[src/core/edwm_consts.svh]
// constants for the extended data window page mapper
`ifndef EDWM_CONSTS_SVH
`define EDWM_CONSTS_SVH
`define EDWM_ADDR_W        16
`define EDWM_WIN_BIT       15
`define EDWM_OFS_W         15
`define EDWM_XADDR_W       24
`define EDWM_RPAGE_W       10
`define EDWM_WPAGE_W       9
`define EDWM_PAGE_FIELD_W  9
`define EDWM_RPAGE_HI_BIT  9
`define EDWM_RPAGE_RST     10'h001
`define EDWM_WPAGE_RST     9'h001
`define EDWM_INT_PAGES     9'h003
`define EDWM_RD_STALL      2'h1
`define EDWM_RPT_STALL     2'h2
`define EDWM_RPT_FIRST     2'h2
`endif

[src/core/edwm_pkg.sv]
// types for the extended data window page mapper
package edwm_pkg;
    typedef enum logic [1:0] {
        EDWM_DST_LOWER,
        EDWM_DST_INTERNAL,
        EDWM_DST_EXTERNAL,
        EDWM_DST_VISIBLE
    } edwm_dest_t;
endpackage

[src/core/edwm_mapper.sv]
// extended data window page mapper top level
//
// Overview of operation
// - extended space split into 32 Kbyte pages
// - upper half window is only access path
// - read page 10 bits, write page 9
// - effective address bit 15 selects window
// - read address is page bits above offset
// - page zero through window raises trap
// - page zero is base lower memory
// - windowed read costs one extra cycle
// - repeated reads: first two three cycles
// - route to internal, external or visibility
// - write address is page bits above offset
// - windowed writes complete in one cycle
// - page registers hold across pointer wrap
// - below window, pages ignored, direct access
`timescale 1ns/1ps
`default_nettype none
`include "edwm_consts.svh"
module edwm_mapper
    import edwm_pkg::*;
#(
    parameter int       RPAGE_W   = `EDWM_RPAGE_W,
    parameter int       WPAGE_W   = `EDWM_WPAGE_W,
    parameter logic [8:0] INT_PAGES = `EDWM_INT_PAGES
) (
    input  wire logic                      core_clk,
    input  wire logic                      resetn,
    // page register loads from the core
    input  wire logic                      rpage_we,
    input  wire logic [RPAGE_W-1:0]        rpage_wdata,
    input  wire logic                      wpage_we,
    input  wire logic [WPAGE_W-1:0]        wpage_wdata,
    // access request from address generation
    input  wire logic                      acc_valid,
    input  wire logic                      acc_write,
    input  wire logic                      acc_repeat,
    input  wire logic [`EDWM_ADDR_W-1:0]   effective_addr,
    // handshake and translated result for the load/store path
    output logic                           acc_ready,
    output logic                           xaddr_valid,
    output logic [`EDWM_XADDR_W-1:0]       xaddr,
    output edwm_dest_t                     xdest,
    output logic                           addr_trap,
    // current page values, visible to the core
    output logic [RPAGE_W-1:0]             read_page_select,
    output logic [WPAGE_W-1:0]             write_page_select
);
    logic                          in_window;
    logic [`EDWM_PAGE_FIELD_W-1:0] page;
    logic                          vis_sel;
    logic                          page_zero;
    logic [1:0]                    stall_cnt;
    logic [1:0]                    rpt_count;
    logic                          rd_win;
    logic                          take;
    logic [1:0]                    next_stall;

    // joins a page with the window offset into an extended address
    function automatic logic [`EDWM_XADDR_W-1:0] edwm_join(
        input logic [`EDWM_PAGE_FIELD_W-1:0] pg,
        input logic [`EDWM_ADDR_W-1:0]       addr
    );
        edwm_join = {pg, addr[`EDWM_OFS_W-1:0]};
    endfunction

    // page zero through the window is base memory; it must trap
    function automatic logic edwm_hits_base(
        input logic                          win,
        input logic                          vis,
        input logic [`EDWM_PAGE_FIELD_W-1:0] pg
    );
        edwm_hits_base = win && !vis && (pg == '0);
    endfunction

    // picks where a translated access goes; lower space wins over pages
    function automatic edwm_dest_t edwm_route(
        input logic                          win,
        input logic                          vis,
        input logic [`EDWM_PAGE_FIELD_W-1:0] pg,
        input logic [`EDWM_PAGE_FIELD_W-1:0] split
    );
        if (!win) begin
            edwm_route = EDWM_DST_LOWER;
        end else if (vis) begin
            edwm_route = EDWM_DST_VISIBLE;
        end else if (pg < split) begin
            edwm_route = EDWM_DST_INTERNAL;
        end else begin
            edwm_route = EDWM_DST_EXTERNAL;
        end
    endfunction

    // page registers sit apart; only explicit core writes move them
    edwm_page_regs #(
        .RPAGE_W (RPAGE_W),
        .WPAGE_W (WPAGE_W)
    ) u_pages (
        .core_clk          (core_clk),
        .resetn            (resetn),
        .rpage_we          (rpage_we),
        .rpage_wdata       (rpage_wdata),
        .wpage_we          (wpage_we),
        .wpage_wdata       (wpage_wdata),
        .read_page_select  (read_page_select),
        .write_page_select (write_page_select)
    );

    // window decode and page choice by direction
    assign in_window = effective_addr[`EDWM_WIN_BIT];
    assign page      = acc_write ? write_page_select[8:0]
                                 : read_page_select[8:0];
    // read page top bit set means program space visibility, not a page
    assign vis_sel   = !acc_write
                     && read_page_select[`EDWM_RPAGE_HI_BIT];
    assign page_zero = edwm_hits_base(in_window, vis_sel, page);
    assign rd_win    = acc_valid && !acc_write && in_window;

    // reads in the window wait; writes never do
    // timing of one access, counted from the cycle acc_valid first stands:
    //   write or lower read   : ready at once, answer in the next cycle
    //   window read           : one extra cycle, ready in the second
    //   first two repeat reads: two extra cycles, ready in the third
    //   later repeat reads    : no extra cycle, the fetch pipe is full
    // a trapped access takes no stall, so the trap follows at once
    always_comb begin
        next_stall = 2'h0;
        if (rd_win && !page_zero) begin
            if (acc_repeat && rpt_count >= `EDWM_RPT_FIRST) begin
                next_stall = 2'h0;
            end else if (acc_repeat) begin
                next_stall = `EDWM_RPT_STALL;
            end else begin
                next_stall = `EDWM_RD_STALL;
            end
        end
    end

    // stall counter: new read loads it, zero means access may finish
    always_ff @(posedge core_clk or negedge resetn) begin
        if (!resetn) begin
            stall_cnt <= 2'h0;
        end else if (stall_cnt != 2'h0) begin
            stall_cnt <= stall_cnt - 2'h1;
        end else if (acc_valid && next_stall != 2'h0 && !take) begin
            stall_cnt <= next_stall - 2'h1;
        end
    end

    // a read is only taken once its extra cycles have run out
    logic pend;
    always_ff @(posedge core_clk or negedge resetn) begin
        if (!resetn) begin
            pend <= 1'b0;
        end else if (take) begin
            pend <= 1'b0;
        end else if (acc_valid && next_stall != 2'h0 && stall_cnt == 2'h0) begin
            pend <= 1'b1;
        end
    end
    // ready is combinational so a write completes in the cycle it is
    // asked; a registered ready would cost every write a second cycle
    assign take = acc_valid && stall_cnt == 2'h0
                && (pend || next_stall == 2'h0);
    assign acc_ready = take;

    // count reads in a repeat run; the first two pay the long stall
    // the count saturates so a long loop never wraps back to slow reads;
    // any other access or a dropped repeat flag starts the run over
    always_ff @(posedge core_clk or negedge resetn) begin
        if (!resetn) begin
            rpt_count <= 2'h0;
        end else if (take && rd_win && acc_repeat) begin
            if (rpt_count != `EDWM_RPT_FIRST) begin
                rpt_count <= rpt_count + 2'h1;
            end
        end else if (take || !acc_repeat) begin
            rpt_count <= 2'h0;
        end
    end

    // access-done pulse: one cycle after a take that did not trap
    always_ff @(posedge core_clk or negedge resetn) begin
        if (!resetn) begin
            xaddr_valid <= 1'b0;
        end else begin
            xaddr_valid <= take && !page_zero;
        end
    end

    // trap pulse: a page zero hit through the window never completes
    always_ff @(posedge core_clk or negedge resetn) begin
        if (!resetn) begin
            addr_trap <= 1'b0;
        end else begin
            addr_trap <= take && page_zero;
        end
    end

    // extended address; holds until the next take so late readers see it
    always_ff @(posedge core_clk or negedge resetn) begin
        if (!resetn) begin
            xaddr <= 24'h000000;
        end else if (take) begin
            if (!in_window) begin
                xaddr <= {8'h00, effective_addr};
            end else begin
                xaddr <= edwm_join(page, effective_addr);
            end
        end
    end

    // destination decode for the load/store path
    always_ff @(posedge core_clk or negedge resetn) begin
        if (!resetn) begin
            xdest <= EDWM_DST_LOWER;
        end else if (take) begin
            xdest <= edwm_route(in_window, vis_sel, page,
                                INT_PAGES);
        end
    end
endmodule
`default_nettype wire

[src/core/edwm_page_regs.sv]
// read-page and write-page select registers
`timescale 1ns/1ps
`default_nettype none
`include "edwm_consts.svh"
module edwm_page_regs #(
    parameter int RPAGE_W = `EDWM_RPAGE_W,
    parameter int WPAGE_W = `EDWM_WPAGE_W
) (
    input  wire logic               core_clk,
    input  wire logic               resetn,
    input  wire logic               rpage_we,
    input  wire logic [RPAGE_W-1:0] rpage_wdata,
    input  wire logic               wpage_we,
    input  wire logic [WPAGE_W-1:0] wpage_wdata,
    output logic      [RPAGE_W-1:0] read_page_select,
    output logic      [WPAGE_W-1:0] write_page_select
);
    // only an explicit core write changes a page; pointer wrap never does
    always_ff @(posedge core_clk or negedge resetn) begin
        if (!resetn) begin
            read_page_select <= RPAGE_W'(`EDWM_RPAGE_RST);
        end else if (rpage_we) begin
            read_page_select <= rpage_wdata;
        end
    end

    always_ff @(posedge core_clk or negedge resetn) begin
        if (!resetn) begin
            write_page_select <= WPAGE_W'(`EDWM_WPAGE_RST);
        end else if (wpage_we) begin
            write_page_select <= wpage_wdata;
        end
    end
endmodule
`default_nettype wire

[config.mk]
export PLATFORM = sky130hd
export DESIGN_NAME = edwm_mapper
export DESIGN_NICKNAME = d
export VERILOG_FILES = /design/src/core/edwm_pkg.sv /design/src/core/edwm_mapper.sv /design/src/core/edwm_page_regs.sv
export VERILOG_INCLUDE_DIRS = /design/src /design/src/core
export SDC_FILE = /design/constraint.sdc
export NUM_CORES = 1
export LEC_CHECK = 0
export BUFFER_PORTS_ARGS = -buffer_cell sky130_fd_sc_hd__clkbuf_2
export CAP_MARGIN = 0
export CORE_MARGIN = 5
export CORE_UTILIZATION = 45
export CTS_CLUSTER_DIAMETER = 40
export DETAILED_ROUTE_END_ITERATION = 10
export PLACE_DENSITY = 0.78
export SLEW_MARGIN = 20
export SYNTH_ARGS = -nofsm -noshare
export SYNTH_HDL_FRONTEND = slang
export SYNTH_HIERARCHICAL = 1
export SYNTH_SLANG_ARGS = --single-unit
[constraint.sdc]
create_clock -name core_clk -period 2 [get_ports core_clk]
set_input_delay 0.3 -clock core_clk [delete_from_list [all_inputs] [get_ports core_clk]]
set_output_delay 0.3 -clock core_clk [all_outputs]
set_load 0.05 [all_outputs]
==> qor.csv, run 1 <==
metric,value,unit
number of antenna violations at the first check in global routing,0,
peak supply drop,0.456,mV
Slew HR,64.6,%
detailed router's first-iteration violation count,69,
most common cell in the netlist,dfrtp_1,
time the final worst path needs with I/O delays and setup,2.33,ns
number of enable-type register cells in the synthesized netlist,0,
total grt overflow,0,
worst hold slack,0.217,ns
net count of the finished layout,318,
number of cells on the worst hold path,2,
Vias per Instance,4.87,
post-synthesis register bit count,52,
most area-consuming cells after synthesis,"dfrtp_1 (49%), mux2_4 (26%), mux2i_1 (3.5%), and2b_2 (2.4%), dfstp_2 (2.1%)",
standard-cell row count,27,
Synth Net Count,206,
clk slew on worst S/H paths,0.09,ns
remaining number of nets flagged by the antenna check after routing,0,
number of fill cells in the layout,458,
pwr dens,881,nW/µm²
crit share post-route,116,%
Synth Cell Area,2540,µm²
biggest fanout along the worst timing path,2,
violated checks,setup timing,
global routing usage summed across all routing layers,16.2,%
maximum number of pins on one net before global-route repair,33,
count of warnings emitted by yosys,6,
Synth Instances,163,
arrival time reported for the critical path endpoint,2.03,ns
Chip Height,85.1,µm
global placer's final weighted congestion,0.802,
average size of a mapped cell,15.6,µm²
RSZ-0062 raised after global routing,true,
final HPWL from detailed placement,4260,µm
portion of the post-synthesis area used by sequential elements,51.4,%
Worst Max-Slew Pin Slew,0.531,ns
Leakage Power,0.00179,µW
total negative setup slack,-6.51,ns
floorplan core area,5510,µm²
cts bufs inserted,5,
Yosys top cell by area,dfrtp_1,
Most common cell on crit path,buf_12,
total non-filler cell area in the finished layout,3380,µm²
total vias in the final route,1694,
Cell variety after synth,42,
startpoint type of the worst setup path,register,
floorplan die width,85.1,µm
run status,"finished, violations left",
effective utilization at floorplan,46.1,%
io pins,90,
Post-synth ARST share,100,%
max-slew violation count,0,
maximum level of the CTS H-tree,2,
Area after DPL,3150,µm²
required time of the critical path,1.70,ns
critical path type,reg2out,
Setup WS pre-CTS,-0.169,ns
Clock Latency Late Sink,0.30,ns
fraction of layout instances using a drive strength above 1,68.1,%
final clock skew,0.00958,ns
peak clock frequency supported by timing,0.429,GHz
Syn-to-layout area delta,33.2,%
antenna diode count,0,
total wirelength of the detailed-routed design,5670,µm
worst-case setup margin in the final layout,-0.329,ns
cell with the biggest individual delay on the critical path,or4b_4,
MaxCap Viol Count,0,
clk buf depth,2,
Die ar.,7240,µm²
min-delay worst type,in2reg,
path depth of the worst reg2reg path,8,
number of clock sinks,52,
global-route wire length before repair,9380,µm
number of I/O port buffers,89,
DRC,0,
share of the synthesized area in the top cell type,49.3,%
via count of the first global-routing pass,1852,
Final Total Pwr,2980,µW
CTS root buf,clkbuf_8,
TritonCTS clock tree,yes,
Synth Flop Type,dfrtp_1,
number of endpoints with negative hold slack in the final report,0,
maximum cell stage delay along the critical path,0.54,ns
kind of end point of the critical path,output pin,
Synth top cells by count,"dfrtp_1 (50), mux2_4 (44), mux2i_1 (9), and2b_2 (7), nor2b_1 (5)",
count of final setup violators,31,
Pre-Repair DR Iteration Count,4,
wire length per cell after detailed routing,16.3,µm
cell-by-cell listing of the critical path,"or4b_4, o22ai_4, nand3_2, a41oi_4, buf_12, buf_12",
flip-flops by register name (all words and copies together) (netlist names):
name / count
pend: 1
xaddr: 24
xaddr_valid: 1
u_pages/write_page_select: 9
xdest: 2
u_pages/read_page_select: 10
rpt_count: 2
stall_cnt: 2
addr_trap: 1
layout make-up:
class	count	area, µm²	area share (%)
clock buffer	7	96.3	2.85
clock inverter	1	30.0	0.888
inverter	2	7.51	0.222
multi-input combinational	101	1150	34.0
sequential	52	1310	38.7
tap	72	90.1	2.66
timing repair buffer	113	697	20.6
worst max-delay path: cells and delay by family, from the launching register on:
family | cells | cell delay, ns
flops | 1 | 0.41
buf+inv | 2 | 0.26
simple gates | 2 | 0.67
compound gates | 2 | 0.39
cells by family after synthesis:
family	count (synthesis)	share of synthesized area, %
AOI/OAI and AO/OA	13	5.13
DFF	52	51.4
and+or+nand+nor	33	9.07
muxes	54	30.0
adders and majority gates	1	0.493
buffers and inverters	10	3.94
placed cells by master, fill, tap and decap left out, types with 2 or more instances in the layout:
cell type   n
mux2i_1     9
buf_12      5
buf_4      18
dfrtp_2     5
nor2b_1     5
nor2_1      3
inv_1       2
clkbuf_2   88
o211a_1     2
dfrtp_1    45
clkbuf_8    7
dfstp_2     2
mux2_4     45
and2b_2     7
nand3b_1    2
nor3_1      3
routing by layer:
layer	GRT usage (%)	wire length [µm]
met5	0	0
met3	4.17	378
met1	22.2	2550
met2	26.1	2710
met4	3.31	34
timing repair:
item	CTS	global route
setup endpoints to repair	27	32
setup buffers	4	4
hold buffers	1	0
pin swaps	1	5
resized for setup	0	8
endpoints found under the hold margin	20	0
where the power goes:
group	total (µW)	leakage, µW	switching [µW]	internal, µW
Sequential	1250	0.000625	84.4	1170
Clock	774	0.0000645	332	442
Combinational	952	0.00110	595	357
Total	2980	0.00179	1010	1970
through the flow:
step,utilization [%],cells
2_1_floorplan,-,163
3_3_place_gp,57.3,331
3_5_place_dp,57.3,331
4_1_cts,60.3,344
5_1_grt,61.4,348
6_report,61.4,348
worst paths after layout:
path                                                                end  slack [ns]                                      from
worst min register to register                 stall_cnt[0]$_DFFE_PN0P_        0.50                  stall_cnt[0]$_DFFE_PN0P_
worst max register to register                     xaddr[6]$_DFFE_PN0N_       -0.29  u_pages/write_page_select[7]$_DFFE_PN0P_
min in group asynchronous                         xaddr[12]$_DFFE_PN0N_        0.50                                    resetn
worst min-delay path            u_pages/read_page_select[4]$_DFFE_PN0P_        0.22                            rpage_wdata[4]
worst max-delay path                                          acc_ready       -0.33  u_pages/write_page_select[7]$_DFFE_PN0P_
max in group asynchronous       u_pages/read_page_select[0]$_DFFE_PN1P_        0.88                                    resetn
No activity file was read; power rests on OpenSTA's default activity.
==> run 2: changes to the inputs <==
--- a/config.mk
+++ b/config.mk
@@ -8,7 +8,7 @@
 export LEC_CHECK = 0
 export BUFFER_PORTS_ARGS = -buffer_cell sky130_fd_sc_hd__clkbuf_2
 export CAP_MARGIN = 0
-export CORE_MARGIN = 5
+export CORE_MARGIN = 2
 export CORE_UTILIZATION = 45
 export CTS_CLUSTER_DIAMETER = 40
 export DETAILED_ROUTE_END_ITERATION = 10
==> run 2 against run 1 <==
The flow still finishes with violations (setup timing); routed wire length down 8.8%; sequential power about the same; critical path depth stayed put; register-to-register slack about the same; maximum frequency increased by 1.0%; die area shrank 14%; clock power fell by 20%; clock skew is 0.0054 ns lower; non-clock buffer count down 3; critical endpoint unchanged; highest routed layer is now met3.
==> qor.csv, run 2 (synthesis results as in run 1) <==
metric,value,unit
total vias in the final route,1678,
Syn-to-layout area delta,29.4,%
final HPWL from detailed placement,3850,µm
fraction of layout instances using a drive strength above 1,67.6,%
detailed router's first-iteration violation count,50,
number of endpoints with negative hold slack in the final report,0,
remaining number of nets flagged by the antenna check after routing,0,
max-slew violation count,0,
busiest layer in global routing,met2,
Slew HR,58.3,%
RSZ-0062 raised after global routing,true,
effective utilization at floorplan,46.4,%
crit share post-route,115,%
clk buf depth,2,
arrival time reported for the critical path endpoint,2.00,ns
antenna diode count,0,
biggest registers after layout,"xaddr (24), u_pages/read_page_select (10), u_pages/write_page_select (9)",
"leading cell types in the layout, fill and taps excluded","clkbuf_2 (88), dfrtp_1 (45), mux2_4 (44), buf_4 (17), mux2i_1 (9)",
cts bufs inserted,5,
Leakage Power,0.00175,µW
required time of the critical path,1.70,ns
global routing usage on met2,28.7,%
pwr dens,852,nW/µm²
global routing usage on met3,4.20,%
startpoint type of the worst setup path,register,
count of final setup violators,30,
TritonCTS clock tree,yes,
via count of the first global-routing pass,1728,
number of antenna violations at the first check in global routing,0,
cell-by-cell listing of the critical path,"or4b_1, o22ai_2, nand3_2, a41oi_4, buf_12, buf_12",
biggest fanout along the worst timing path,3,
Vias per Instance,4.88,
Pre-Repair DR Iteration Count,4,
min-delay worst type,in2async,
time the final worst path needs with I/O delays and setup,2.30,ns
peak supply drop,0.463,mV
maximum level of the CTS H-tree,2,
Final Total Pwr,2800,µW
floorplan die width,79.1,µm
global placer's final weighted congestion,0.760,
register-to-register setup slack,-0.30,ns
Setup WS pre-CTS,-0.163,ns
worst hold slack,0.116,ns
MaxCap Viol Count,0,
total negative setup slack,-5.88,ns
kind of end point of the critical path,output pin,
maximum cell stage delay along the critical path,0.53,ns
maximum number of pins on one net before global-route repair,53,
net count of the finished layout,315,
global-route wire length before repair,8540,µm
global-route track usage on met1,23.8,%
run status,"finished, violations left",
"leading cell type in the layout, fill and taps excluded",clkbuf_2,
global routing usage summed across all routing layers,17.4,%
number of clock sinks,52,
max FFs per register,24,
Die ar.,6260,µm²
total grt overflow,0,
worst-case setup margin in the final layout,-0.305,ns
Chip Height,79.1,µm
peak clock frequency supported by timing,0.434,GHz
kind of cell adding the most delay to the critical path,simple AND/OR/NAND/NOR gates,
CTS root buf,clkbuf_8,
Worst Max-Slew Pin Slew,0.626,ns
DRC,0,
register bank with the most flops,xaddr,
Most common cell on crit path,buf_12,
io pins,90,
floorplan core area,5470,µm²
CP bufs+invs,2,
violated checks,setup timing,
number of fill cells in the layout,461,
critical path type,reg2out,
number of I/O port buffers,89,
clk slew on worst S/H paths,0.09,ns
Clock Latency Late Sink,0.29,ns
total wirelength of the detailed-routed design,5170,µm
cell with the biggest individual delay on the critical path,or4b_1,
wire length per cell after detailed routing,15.0,µm
final clock skew,0.00414,ns
standard-cell row count,27,
share of the core filled with cells,60.0,%
run 2: stage by stage:
step                      cells  area, µm²
after floorplan             163       2550
after global placement      331       3130
after detailed placement    331       3130
after CTS                   342       3260
after global routing        344       3280
final                       344       3280
run 2: final cells by class:
class | count | area, µm² | share of cell area (%)
clock buffer | 7 | 96.3 | 2.93
inverter | 2 | 7.51 | 0.229
sequential | 52 | 1310 | 39.9
tap | 72 | 90.1 | 2.74
multi-input combinational | 101 | 1130 | 34.6
timing repair buffer | 110 | 646 | 19.7
run 2: power breakdown:
| part | total, µW | internal (µW) | switching, µW | leakage [µW] |
|---|---|---|---|---|
| clock network | 617 | 308 | 309 | 0.0000503 |
| logic | 931 | 343 | 588 | 0.00107 |
| registers | 1250 | 1170 | 83.8 | 0.000625 |
| total | 2800 | 1820 | 980 | 0.00175 |
run 2: timing repair:
item                                   in CTS  in global routing
hold buffers                                0                  0
endpoints found under the hold margin       0                  0
setup endpoints to repair                  27                 30
gates resized for setup                     3                  2
buffers inserted                            4                  2
pin swaps                                   1                  1
run 2: worst paths after layout:
| path | startpoint | end | cells past startpoint |
|---|---|---|---|
| min in group core_clk | rpage_wdata[2] | u_pages/read_page_select[2]$_DFFE_PN0P_ | 2 |
| worst max register to register | u_pages/write_page_select[2]$_DFFE_PN0P_ | xaddr[0]$_DFFE_PN0N_ | 7 |
| worst min-delay path | resetn | u_pages/read_page_select[5]$_DFFE_PN0P_ | 2 |
| worst min register to register | stall_cnt[0]$_DFFE_PN0P_ | stall_cnt[0]$_DFFE_PN0P_ | 1 |
| worst max-delay path | u_pages/write_page_select[2]$_DFFE_PN0P_ | acc_ready | 6 |
| max in group asynchronous | resetn | u_pages/read_page_select[2]$_DFFE_PN0P_ | 2 |
run 2: per-layer routing:
| metal | share of wire, % | vias up |
|---|---|---|
| li1 | - | 796 |
| met1 | 44 | 813 |
| met2 | 48 | 69 |
| met3 | 7.5 | 0 |
| met4 | 0 | 0 |
| met5 | 0 | - |
